--- src/design/irq_enable_pkg.sv ---
// Register map, field positions and reset values of the interrupt enable bank
package irq_enable_pkg;

  localparam int unsigned NUM_ENABLE_REGS = 4;
  localparam int unsigned ENABLE_W = 8;
  localparam int unsigned EVENT_W = 5;

  // Byte offsets on the register bus
  localparam logic [11:0] SERIAL_IRQ_ENABLE_OFFSET = 12'h000;
  localparam logic [11:0] TIMER_IRQ_ENABLE_OFFSET = 12'h004;
  localparam logic [11:0] LOGIC_CELL_GATE_IRQ_ENABLE_OFFSET = 12'h008;
  localparam logic [11:0] CAPTURE_COMPARE_IRQ_ENABLE_OFFSET = 12'h00C;
  localparam logic [11:0] IRQ_CONTROL_OFFSET = 12'h010;
  localparam logic [11:0] EVENT_STATUS_OFFSET = 12'h014;
  localparam logic [11:0] EVENT_MASK_OFFSET = 12'h018;
  localparam logic [11:0] FLAG_VIEW_OFFSET = 12'h01C;
  localparam logic [11:0] PENDING_VIEW_OFFSET = 12'h020;

  // Serial enable register fields
  localparam int unsigned SERIAL_RX_IRQ_EN_POS = 5;
  localparam int unsigned SERIAL_TX_IRQ_EN_POS = 4;
  localparam int unsigned PORT2_COLLISION_IRQ_EN_POS = 3;
  localparam int unsigned PORT2_SERIAL_IRQ_EN_POS = 2;
  localparam int unsigned PORT1_COLLISION_IRQ_EN_POS = 1;
  localparam int unsigned PORT1_SERIAL_IRQ_EN_POS = 0;

  // Timer enable register fields
  localparam int unsigned TIMER_C_MATCH_IRQ_EN_POS = 5;
  localparam int unsigned WIDE_TIMER_C_OVF_IRQ_EN_POS = 4;
  localparam int unsigned TIMER_B_MATCH_IRQ_EN_POS = 3;
  localparam int unsigned WIDE_TIMER_B_OVF_IRQ_EN_POS = 2;
  localparam int unsigned TIMER_A_MATCH_IRQ_EN_POS = 1;
  localparam int unsigned WIDE_TIMER_A_OVF_IRQ_EN_POS = 0;

  // Logic cell and gate enable register fields
  localparam int unsigned LOGIC_CELL_D_IRQ_EN_POS = 7;
  localparam int unsigned LOGIC_CELL_C_IRQ_EN_POS = 6;
  localparam int unsigned LOGIC_CELL_B_IRQ_EN_POS = 5;
  localparam int unsigned LOGIC_CELL_A_IRQ_EN_POS = 4;
  localparam int unsigned WIDE_TIMER_C_GATE_IRQ_EN_POS = 2;
  localparam int unsigned WIDE_TIMER_B_GATE_IRQ_EN_POS = 1;
  localparam int unsigned WIDE_TIMER_A_GATE_IRQ_EN_POS = 0;

  // Capture/compare enable register fields
  localparam int unsigned CAPCMP_E_IRQ_EN_POS = 4;
  localparam int unsigned CAPCMP_D_IRQ_EN_POS = 3;
  localparam int unsigned CAPCMP_C_IRQ_EN_POS = 2;
  localparam int unsigned CAPCMP_B_IRQ_EN_POS = 1;
  localparam int unsigned CAPCMP_A_IRQ_EN_POS = 0;

  // Implemented bits per enable register
  localparam logic [7:0] SERIAL_IMPL_MASK = 8'h3F;
  localparam logic [7:0] TIMER_IMPL_MASK = 8'h3F;
  localparam logic [7:0] LOGIC_CELL_GATE_IMPL_MASK = 8'hF7;
  localparam logic [7:0] CAPTURE_COMPARE_IMPL_MASK = 8'h1F;

  // Control register fields
  localparam int unsigned GLOBAL_IRQ_EN_POS = 0;
  localparam int unsigned PERIPHERAL_IRQ_GROUP_EN_POS = 1;

  // Event status bit of the request output rising
  localparam int unsigned REQ_RISE_EVENT_POS = 4;

  localparam logic [7:0] ENABLE_RESET = 8'h00;
  localparam logic [1:0] CONTROL_RESET = 2'h0;
  localparam logic [4:0] EVENT_MASK_RESET = 5'h00;

endpackage

--- src/design/irq_enable_lane.sv ---
// One enable register lane: masks flags by enables and flags a new pending source
module irq_enable_lane
  import irq_enable_pkg::*;
#(
  parameter int unsigned WIDTH = 8
)
(
  input wire logic pclk,
  input wire logic presetn,
  input wire logic [WIDTH-1:0] flags,
  input wire logic [WIDTH-1:0] enables,
  output logic [WIDTH-1:0] pending,
  output logic any_pending,
  output logic new_pending
);

  logic [WIDTH-1:0] pending_last_ff;

  initial
  begin
    if (WIDTH < 1)
      $error("irq_enable_lane needs WIDTH of at least 1");
  end

  assign pending = flags & enables;
  assign any_pending = |pending;

  always_ff @(posedge pclk or negedge presetn)
  begin
    if (!presetn)
      pending_last_ff <= '0;
    else
      pending_last_ff <= pending;
  end

  // Any source that newly becomes pending, not only the first
  assign new_pending = |(pending & ~pending_last_ff);

endmodule

--- src/design/irq_event_status.sv ---
// Sticky event status with write-one-to-clear, mask and level interrupt
module irq_event_status
  import irq_enable_pkg::*;
#(
  parameter int unsigned WIDTH = 5
)
(
  input wire logic pclk,
  input wire logic presetn,
  input wire logic [WIDTH-1:0] event_set,
  input wire logic [WIDTH-1:0] clear_ones,
  input wire logic clear_we,
  input wire logic [WIDTH-1:0] mask_wdata,
  input wire logic mask_we,
  output logic [WIDTH-1:0] status,
  output logic [WIDTH-1:0] mask,
  output logic irq
);

  logic [WIDTH-1:0] status_ff;
  logic [WIDTH-1:0] mask_ff;
  logic [WIDTH-1:0] nxt_status;

  initial
  begin
    if (WIDTH < 1 || WIDTH > EVENT_W)
      $error("irq_event_status needs WIDTH from 1 to EVENT_W");
  end

  // Set wins over a clear in the same cycle, so no event is lost
  always_comb
  begin
    nxt_status = status_ff;
    if (clear_we)
      nxt_status = nxt_status & ~clear_ones;
    nxt_status = nxt_status | event_set;
  end

  always_ff @(posedge pclk or negedge presetn)
  begin
    if (!presetn)
      status_ff <= '0;
    else
      status_ff <= nxt_status;
  end

  always_ff @(posedge pclk or negedge presetn)
  begin
    if (!presetn)
      mask_ff <= EVENT_MASK_RESET[WIDTH-1:0];
    else if (mask_we)
      mask_ff <= mask_wdata;
  end

  assign status = status_ff;
  assign mask = mask_ff;
  assign irq = |(status_ff & mask_ff);
endmodule

--- src/design/peripheral_irq_enable_bank.sv ---
// Peripheral interrupt enable bank with APB register access and request gating
// Notes on behaviour
// - Serial register: receive enable at bit 5, transmit enable at bit 4, bits 7:6 unused.
// - The transmit interrupt passes only while the transmit enable bit is one.
// - Collision enables of serial ports two and one sit at bits 3 and 1, one enables.
// - General enables of serial ports two and one sit at bits 2 and 0, one enables.
// - Match enables of the three narrow timers sit at bits 5, 3 and 1 of the timer register.
// - Overflow enables of the three wide timers sit at bits 4, 2 and 0 of the timer register.
// - Logic cell enables four down to one sit at bits 7 to 4 of the cell and gate register.
// - Gate acquisition enables sit at bits 2 to 0 of that register, bit 3 unused.
// - Capture/compare enables five down to one sit at bits 4 to 0, bits 7:5 unused.
// - A source requests only while both its own enable and the group enable are set.
// - Every implemented enable bit is zero after any reset.
// - Unused bit positions read zero and ignore writes.
// - The group enable at one lets all enabled sources through while the global enable is one, and at zero blocks them all.
// - Flags are seen as they are, whatever the enables and the global enable hold.
module peripheral_irq_enable_bank
  import irq_enable_pkg::*;
#(
  parameter int unsigned ADDR_W = 12
)
(
  input wire logic pclk,
  input wire logic presetn,
  input wire logic psel,
  input wire logic penable,
  input wire logic pwrite,
  input wire logic [ADDR_W-1:0] paddr,
  input wire logic [31:0] pwdata,
  input wire logic [3:0] pstrb,
  output logic [31:0] prdata,
  output logic pready,
  output logic pslverr,
  input wire logic [7:0] serial_flags,
  input wire logic [7:0] timer_flags,
  input wire logic [7:0] logic_cell_gate_flags,
  input wire logic [7:0] capture_compare_flags,
  output logic periph_irq_req,
  output logic bank_irq
);

  typedef logic [NUM_ENABLE_REGS-1:0][ENABLE_W-1:0] enable_bank_t;

  localparam enable_bank_t IMPL_MASKS = {CAPTURE_COMPARE_IMPL_MASK, LOGIC_CELL_GATE_IMPL_MASK,
                                         TIMER_IMPL_MASK, SERIAL_IMPL_MASK};

  enable_bank_t enable_ff;
  enable_bank_t flags_all;
  enable_bank_t pending_all;
  logic [NUM_ENABLE_REGS-1:0] lane_any;
  logic [NUM_ENABLE_REGS-1:0] lane_new;
  logic [1:0] control_ff;
  logic [31:0] prdata_ff;
  logic [31:0] nxt_prdata;
  logic req_last_ff;
  logic [EVENT_W-1:0] status;
  logic [EVENT_W-1:0] event_mask;
  logic [EVENT_W-1:0] event_set;
  logic wr_access;
  logic rd_setup;
  logic addr_hit;
  logic global_irq_en;
  logic peripheral_irq_group_en;

  initial
  begin
    if (ADDR_W < 6 || ADDR_W > 12)
      $error("peripheral_irq_enable_bank needs ADDR_W from 6 to 12");
  end

  // Index of the enable register at an address, or NUM_ENABLE_REGS when none
  function automatic int unsigned enable_index(input logic [ADDR_W-1:0] addr);
    logic [11:0] a;
    a = 12'(addr);
    case (a)
      SERIAL_IRQ_ENABLE_OFFSET: enable_index = 0;
      TIMER_IRQ_ENABLE_OFFSET: enable_index = 1;
      LOGIC_CELL_GATE_IRQ_ENABLE_OFFSET: enable_index = 2;
      CAPTURE_COMPARE_IRQ_ENABLE_OFFSET: enable_index = 3;
      default: enable_index = NUM_ENABLE_REGS;
    endcase
  endfunction

  function automatic logic is_mapped(input logic [ADDR_W-1:0] addr);
    logic [11:0] a;
    a = 12'(addr);
    is_mapped = (enable_index(addr) < NUM_ENABLE_REGS) || a == IRQ_CONTROL_OFFSET ||
                a == EVENT_STATUS_OFFSET || a == EVENT_MASK_OFFSET ||
                a == FLAG_VIEW_OFFSET || a == PENDING_VIEW_OFFSET;
  endfunction

  assign flags_all = {capture_compare_flags, logic_cell_gate_flags, timer_flags, serial_flags};
  assign global_irq_en = control_ff[GLOBAL_IRQ_EN_POS];
  assign peripheral_irq_group_en = control_ff[PERIPHERAL_IRQ_GROUP_EN_POS];

  // Bus handshake: zero wait states, unmapped addresses answer with an error
  assign addr_hit = is_mapped(paddr);
  assign pready = psel & penable;
  assign pslverr = psel & penable & ~addr_hit;
  assign wr_access = psel & penable & pwrite & addr_hit & pstrb[0];
  assign rd_setup = psel & ~penable & ~pwrite;

  genvar gi;
  generate
    for (gi = 0; gi < NUM_ENABLE_REGS; gi++)
    begin : g_enable
      // Unused positions are masked on write so they always read zero
      always_ff @(posedge pclk or negedge presetn)
      begin
        if (!presetn)
          enable_ff[gi] <= ENABLE_RESET;
        else if (wr_access && enable_index(paddr) == gi)
          enable_ff[gi] <= pwdata[ENABLE_W-1:0] & IMPL_MASKS[gi];
      end

      irq_enable_lane #(
        .WIDTH(ENABLE_W)
      ) u_lane (
        .pclk(pclk),
        .presetn(presetn),
        .flags(flags_all[gi]),
        .enables(enable_ff[gi]),
        .pending(pending_all[gi]),
        .any_pending(lane_any[gi]),
        .new_pending(lane_new[gi])
      );
    end
  endgenerate

  always_ff @(posedge pclk or negedge presetn)
  begin
    if (!presetn)
      control_ff <= CONTROL_RESET;
    else if (wr_access && 12'(paddr) == IRQ_CONTROL_OFFSET)
      control_ff <= pwdata[1:0];
  end

  // Each source needs its own enable, the group enable and the global enable
  assign periph_irq_req = global_irq_en & peripheral_irq_group_en & (|lane_any);

  always_ff @(posedge pclk or negedge presetn)
  begin
    if (!presetn)
      req_last_ff <= 1'b0;
    else
      req_last_ff <= periph_irq_req;
  end

  always_comb
  begin
    event_set = '0;
    event_set[NUM_ENABLE_REGS-1:0] = lane_new;
    event_set[REQ_RISE_EVENT_POS] = periph_irq_req & ~req_last_ff;
  end

  irq_event_status #(
    .WIDTH(EVENT_W)
  ) u_events (
    .pclk(pclk),
    .presetn(presetn),
    .event_set(event_set),
    .clear_ones(pwdata[EVENT_W-1:0]),
    .clear_we(wr_access && 12'(paddr) == EVENT_STATUS_OFFSET),
    .mask_wdata(pwdata[EVENT_W-1:0]),
    .mask_we(wr_access && 12'(paddr) == EVENT_MASK_OFFSET),
    .status(status),
    .mask(event_mask),
    .irq(bank_irq)
  );

  // Read data is captured in the setup cycle so prdata comes from a flop
  always_comb
  begin
    nxt_prdata = '0;
    if (enable_index(paddr) < NUM_ENABLE_REGS)
      nxt_prdata[ENABLE_W-1:0] = enable_ff[enable_index(paddr)];
    else
    begin
      case (12'(paddr))
        IRQ_CONTROL_OFFSET: nxt_prdata[1:0] = control_ff;
        EVENT_STATUS_OFFSET: nxt_prdata[EVENT_W-1:0] = status;
        EVENT_MASK_OFFSET: nxt_prdata[EVENT_W-1:0] = event_mask;
        FLAG_VIEW_OFFSET: nxt_prdata = flags_all;
        PENDING_VIEW_OFFSET: nxt_prdata = pending_all;
        default: nxt_prdata = '0;
      endcase
    end
  end

  always_ff @(posedge pclk or negedge presetn)
  begin
    if (!presetn)
      prdata_ff <= '0;
    else if (rd_setup)
      prdata_ff <= nxt_prdata;
  end

  assign prdata = prdata_ff;
endmodule

--- config.mk ---
export PLATFORM = sky130hd
export DESIGN_NAME = peripheral_irq_enable_bank
export DESIGN_NICKNAME = d
export VERILOG_FILES = /design/src/design/irq_enable_pkg.sv /design/src/design/irq_enable_lane.sv /design/src/design/irq_event_status.sv /design/src/design/peripheral_irq_enable_bank.sv
export SDC_FILE = /design/constraint.sdc
export NUM_CORES = 1
export LEC_CHECK = 0
export CORE_MARGIN = 8
export CORE_UTILIZATION = 63
export DETAILED_ROUTE_END_ITERATION = 16
export DONT_BUFFER_PORTS = 1
export PLACE_DENSITY = 0.79
export SKIP_CTS_REPAIR_TIMING = 1
export SLEW_MARGIN = 10
export SYNTH_ARGS = -nofsm -noshare
export SYNTH_HDL_FRONTEND = slang
export SYNTH_SLANG_ARGS = --single-unit
--- constraint.sdc ---
create_clock -name pclk -period 1.95 [get_ports pclk]
set_clock_uncertainty 0.05 [all_clocks]
set_input_delay 0 -clock pclk [delete_from_list [all_inputs] [get_ports pclk]]
set_output_delay 0 -clock pclk [all_outputs]
set_load 0.01 [all_outputs]
==> impl_results.html <==
<table>
<tr><th>Metric</th><th>Value</th></tr>
<tr><th colspan="2">Global route</th></tr>
<tr><td>Global-route usage over all layers</td><td>24.14%</td></tr>
<tr><td>Number of antenna violations at the first check in global routing</td><td>1</td></tr>
<tr><td>Number of global-route vias before repair</td><td>3284</td></tr>
<tr><td>Pin count of the biggest net entering global routing</td><td>94</td></tr>
<tr><td>Total congestion overflow</td><td>0</td></tr>
<tr><td>Global-route wire length before repair</td><td>18.06 mm</td></tr>
<tr><th colspan="2">STA</th></tr>
<tr><td>Slew at the pin closest to its max-slew limit</td><td>612.8 ps</td></tr>
<tr><td>Count of final max-slew check failures</td><td>0</td></tr>
<tr><td>Final Hold Fails</td><td>95</td></tr>
<tr><td>Final setup viols</td><td>0</td></tr>
<tr><td>Relative slew slack</td><td>59.14%</td></tr>
<tr><td>Final Cycle Share</td><td>96.36%</td></tr>
<tr><td>Peak clock frequency supported by timing</td><td>0.5322 GHz</td></tr>
<tr><td>Minimum hold slack</td><td>-738.3 ps</td></tr>
<tr><td>Post-layout min period</td><td>1879 ps</td></tr>
<tr><th colspan="2">Critical path</th></tr>
<tr><td>Crit Path Max Fanout</td><td>4</td></tr>
<tr><td>Stage delay of the slowest cell on the critical path</td><td>440 ps</td></tr>
<tr><td>Register-to-Register Setup Slack</td><td>320 ps</td></tr>
<tr><td>Required time of the critical path</td><td>1900 ps</td></tr>
<tr><td>Cell with the biggest individual delay on the critical path</td><td>sky130_fd_sc_hd__dfrtp_1</td></tr>
<tr><td>CP Class</td><td>flip-flop to primary output</td></tr>
<tr><td>Worst Reg-to-Reg Cells</td><td>6</td></tr>
<tr><td>Critical register-to-register path endpoint</td><td>u_events.status[4]</td></tr>
<tr><td>Most prevalent standard cell on the critical path</td><td>sky130_fd_sc_hd__buf_4</td></tr>
<tr><td>Start of the worst register-to-register path</td><td>enable_ff[25]</td></tr>
<tr><td>Arrival time worst endpoint</td><td>1830 ps</td></tr>
<tr><td>Chain of cells forming the critical path</td><td>nand2_1 -&gt; nand4_1 -&gt; nor4_1 -&gt; buf_4 -&gt; a21oi_1 -&gt; buf_4</td></tr>
<tr><td>CP endpoint kind</td><td>primary output</td></tr>
<tr><td>Kind of cell adding the most delay to the critical path</td><td>simple AND/OR/NAND/NOR gates</td></tr>
<tr><td>Critical path buffers and inverters</td><td>2</td></tr>
<tr><td>CP startpoint kind</td><td>flip-flop</td></tr>
<tr><th colspan="2">Clocking</th></tr>
<tr><td>Clock net sink count</td><td>93</td></tr>
<tr><td>Maximum level of the CTS H-tree</td><td>3</td></tr>
<tr><td>Clock root buffer</td><td>sky130_fd_sc_hd__clkbuf_8</td></tr>
<tr><td>Largest buffer count on any clock path</td><td>2</td></tr>
<tr><td>Clock-pin transition on the worst setup and hold timing paths</td><td>90 ps</td></tr>
<tr><td>Number of buffers created by CTS</td><td>9</td></tr>
<tr><td>TritonCTS clock tree</td><td>built</td></tr>
<tr><td>Worst skew pair latency</td><td>370 ps</td></tr>
<tr><th colspan="2">Yosys</th></tr>
<tr><td>Warnings from Yosys</td><td>0</td></tr>
<tr><td>Portion of the post-synthesis area used by sequential elements</td><td>54.63%</td></tr>
<tr><td>Yosys cell types</td><td>51</td></tr>
<tr><td>Main area contributors after synthesis</td><td>sky130_fd_sc_hd__dfrtp_1, sky130_fd_sc_hd__mux2_2, sky130_fd_sc_hd__nand2_1</td></tr>
<tr><td>Async set or reset register ratio after synthesis</td><td>100.0%</td></tr>
<tr><td>Number of cells produced by synthesis</td><td>400</td></tr>
<tr><td>Mapped cell area</td><td>0.004260 sq mm</td></tr>
<tr><td>Synthesized net count</td><td>485</td></tr>
<tr><td>Synthesis-stage register bit count</td><td>93</td></tr>
<tr><td>Flip-flop cell with the highest count after synthesis</td><td>sky130_fd_sc_hd__dfrtp_1</td></tr>
<tr><td>Count of flip-flops with a built-in enable after synthesis</td><td>0</td></tr>
<tr><td>Portion of synthesized cell area occupied by the leading cell type</td><td>54.63%</td></tr>
<tr><td>Cell type with the largest total area after synthesis</td><td>sky130_fd_sc_hd__dfrtp_1</td></tr>
<tr><td>Average cell area after synthesis</td><td>10.65 sq um</td></tr>
<tr><th colspan="2">Detailed routing</th></tr>
<tr><td>Pre-antenna DRT Iters</td><td>5</td></tr>
<tr><td>Routed via count divided by cell count</td><td>6.560</td></tr>
<tr><td>Starting DRT DRC Count</td><td>383</td></tr>
<tr><td>Number of vias in the routed layout</td><td>3575</td></tr>
<tr><td>Number of design rule violations left after detail routing</td><td>0</td></tr>
<tr><td>Remaining antenna violation count</td><td>0</td></tr>
<tr><td>Post-Route WL</td><td>12.73 mm</td></tr>
<tr><td>Wire length per cell after detailed routing</td><td>23.36 um</td></tr>
<tr><th colspan="2">Worst hold path</th></tr>
<tr><td>Min-delay worst type</td><td>input port to asynchronous set/reset pin</td></tr>
<tr><th colspan="2">Finish</th></tr>
<tr><td>Post-route cell area</td><td>0.005080 sq mm</td></tr>
<tr><td>Share of final-layout standard cells stronger than drive strength 1</td><td>16.59%</td></tr>
<tr><td>Number of inserted filler cells in the final layout</td><td>443</td></tr>
<tr><td>Synthesis-to-layout area growth</td><td>19.24%</td></tr>
<tr><td>Final nets</td><td>544</td></tr>
<tr><th colspan="2">Pwr</th></tr>
<tr><td>Final total power</td><td>3350 uW</td></tr>
<tr><td>P_leak</td><td>0.002497 uW</td></tr>
<tr><td>Maximum VDD drop</td><td>0.4123 mV</td></tr>
<tr><td>Power per cell area</td><td>659.5 mW/mm^2</td></tr>
<tr><th colspan="2">Floorplanning</th></tr>
<tr><td>Height of the chip</td><td>98.24 um</td></tr>
<tr><td>Core Region</td><td>0.006681 sq mm</td></tr>
<tr><td>Site Rows</td><td>30</td></tr>
<tr><td>Overall die width</td><td>98.24 um</td></tr>
<tr><td>Die ar.</td><td>0.009650 sq mm</td></tr>
<tr><td>I/O pins</td><td>121</td></tr>
<tr><td>Effective utilization at floorplan</td><td>63.76%</td></tr>
<tr><th colspan="2">Job</th></tr>
<tr><td>Max-cap violation count</td><td>0</td></tr>
<tr><th colspan="2">Placed design</th></tr>
<tr><td>Count of input and output buffers</td><td>0</td></tr>
<tr><td>Placed standard-cell area</td><td>0.004424 sq mm</td></tr>
<tr><td>Weighted congestion at the end of routability-driven global placement</td><td>0.8917</td></tr>
<tr><td>HPWL after detailed placement</td><td>8.212 mm</td></tr>
<tr><th colspan="2">Outcome</th></tr>
<tr><td>Violations in the final reports</td><td>negative hold slack</td></tr>
<tr><td>Outcome</td><td>finished with violations</td></tr>
</table>
-- routing by layer --
layer / vias up / share of wire (%) / global-route usage (%)
met2: 230 / 49 / 37.14
met3: 40 / 10 / 6.828
met1: 1767 / 37 / 31.20
li1: 1538 / - / -
met5: - / 0 / 0
met4: 0 / 3.2 / 10.51
-- cell type report --
type	count	area, sq um	share of cell area (%)
tap	80	100.1	1.970
sequential	93	2327	45.81
clock buffer	12	145.1	2.857
clock inverter	4	31.28	0.6158
multi-input combinational	265	1765	34.75
timing repair buffer	64	610.6	12.02
antenna	1	2.502	0.04926
inverter	26	97.59	1.921
-- report_power, final --
group / internal [uW] / leakage, uW / switching [uW] / total, uW
Clock: 504 / 0.0000792 / 689 / 1190
Combinational: 99.9 / 0.00114 / 92.1 / 192
Sequential: 1940 / 0.00128 / 21.0 / 1970
Total: 2550 / 0.00250 / 802 / 3350
-- worst max path at each step --
| stage | from | end | slack (ps) | depth (start not counted) |
|---|---|---|---|---|
| 2_1_floorplan | paddr[5] | u_events.status[1] | 340 | 5 |
| 3_3_place_gp | paddr[5] | u_events.status[2] | 90 | 5 |
| 3_5_place_dp | paddr[5] | u_events.status[1] | 80 | 5 |
| 4_1_cts | enable_ff[26] | periph_irq_req | 80 | 5 |
| 5_1_grt | enable_ff[26] | periph_irq_req | -30 | 5 |
| 6_report | enable_ff[25] | periph_irq_req | 70 | 6 |
-- cells in the final DEF (no fill, tap or decap), types with 4 or more instances in the layout --
master,count
sky130_fd_sc_hd__a21boi_1,4
sky130_fd_sc_hd__nand4_1,5
sky130_fd_sc_hd__inv_1,26
sky130_fd_sc_hd__a22o_1,7
sky130_fd_sc_hd__dlygate4sd3_1,47
sky130_fd_sc_hd__mux2_2,31
sky130_fd_sc_hd__dfrtp_1,93
sky130_fd_sc_hd__or4_1,4
sky130_fd_sc_hd__nor3_1,5
sky130_fd_sc_hd__mux2i_1,4
sky130_fd_sc_hd__a21oi_1,26
sky130_fd_sc_hd__nor2_1,12
sky130_fd_sc_hd__o21ai_0,21
sky130_fd_sc_hd__o22ai_1,10
sky130_fd_sc_hd__nand2_1,76
sky130_fd_sc_hd__a22oi_1,6
sky130_fd_sc_hd__buf_4,16
sky130_fd_sc_hd__clkbuf_8,10
sky130_fd_sc_hd__and2_1,4
-- metrics by stage --
| stage | util, % | TNS [ps] | cells | setup slack, ps |
|---|---|---|---|---|
| after floorplan | - | 0 | 400 | 342.4 |
| after global placement | 66.22 | 0 | 481 | 90.63 |
| after detailed placement | 66.22 | 0 | 481 | 81.21 |
| after CTS | 68.86 | 0 | 497 | 77.25 |
| after global routing | 76.03 | -25.60 | 545 | -25.60 |
| final | 76.03 | 0 | 545 | 70.90 |
-- cells in the mapped netlist (2+ instances only) --
master	n
sky130_fd_sc_hd__o21ai_0	21
sky130_fd_sc_hd__nor2_1	12
sky130_fd_sc_hd__and3_1	3
sky130_fd_sc_hd__nand2b_1	3
sky130_fd_sc_hd__a31oi_1	2
sky130_fd_sc_hd__a21oi_1	26
sky130_fd_sc_hd__nand2_1	76
sky130_fd_sc_hd__buf_2	4
sky130_fd_sc_hd__mux4_2	3
sky130_fd_sc_hd__and2_1	4
sky130_fd_sc_hd__dfrtp_1	93
sky130_fd_sc_hd__a21boi_1	4
sky130_fd_sc_hd__nand4_1	5
sky130_fd_sc_hd__mux2i_1	4
sky130_fd_sc_hd__nand3b_1	2
sky130_fd_sc_hd__clkbuf_1	9
sky130_fd_sc_hd__a221oi_1	2
sky130_fd_sc_hd__buf_4	3
sky130_fd_sc_hd__mux2_2	31
sky130_fd_sc_hd__inv_1	26
sky130_fd_sc_hd__a311oi_1	2
sky130_fd_sc_hd__or4_1	4
sky130_fd_sc_hd__nor4_1	3
sky130_fd_sc_hd__nand3_1	2
sky130_fd_sc_hd__a32o_1	2
sky130_fd_sc_hd__a22oi_1	6
sky130_fd_sc_hd__o22ai_1	10
sky130_fd_sc_hd__nor4_4	3
sky130_fd_sc_hd__nor3_2	3
sky130_fd_sc_hd__nor3_1	5
sky130_fd_sc_hd__a22o_1	7
-- flip-flops by register name, indices dropped and copies added (netlist names) --
signal                           flops
req_last_ff                          1
u_events.mask                        5
prdata                              32
enable_ff                           24
g_enable.u_lane.pending_last_ff     24
u_events.status                      5
control_ff                           2
-- cells by family after synthesis --
kind of cell    after synthesis  synth area share (%)
simple gates                136                 17.00
flops                        93                 54.63
compound gates               91                 13.57
buf+inv                      42                 4.082
mux                          38                 10.72
No activity file was read; power rests on OpenSTA's default activity.
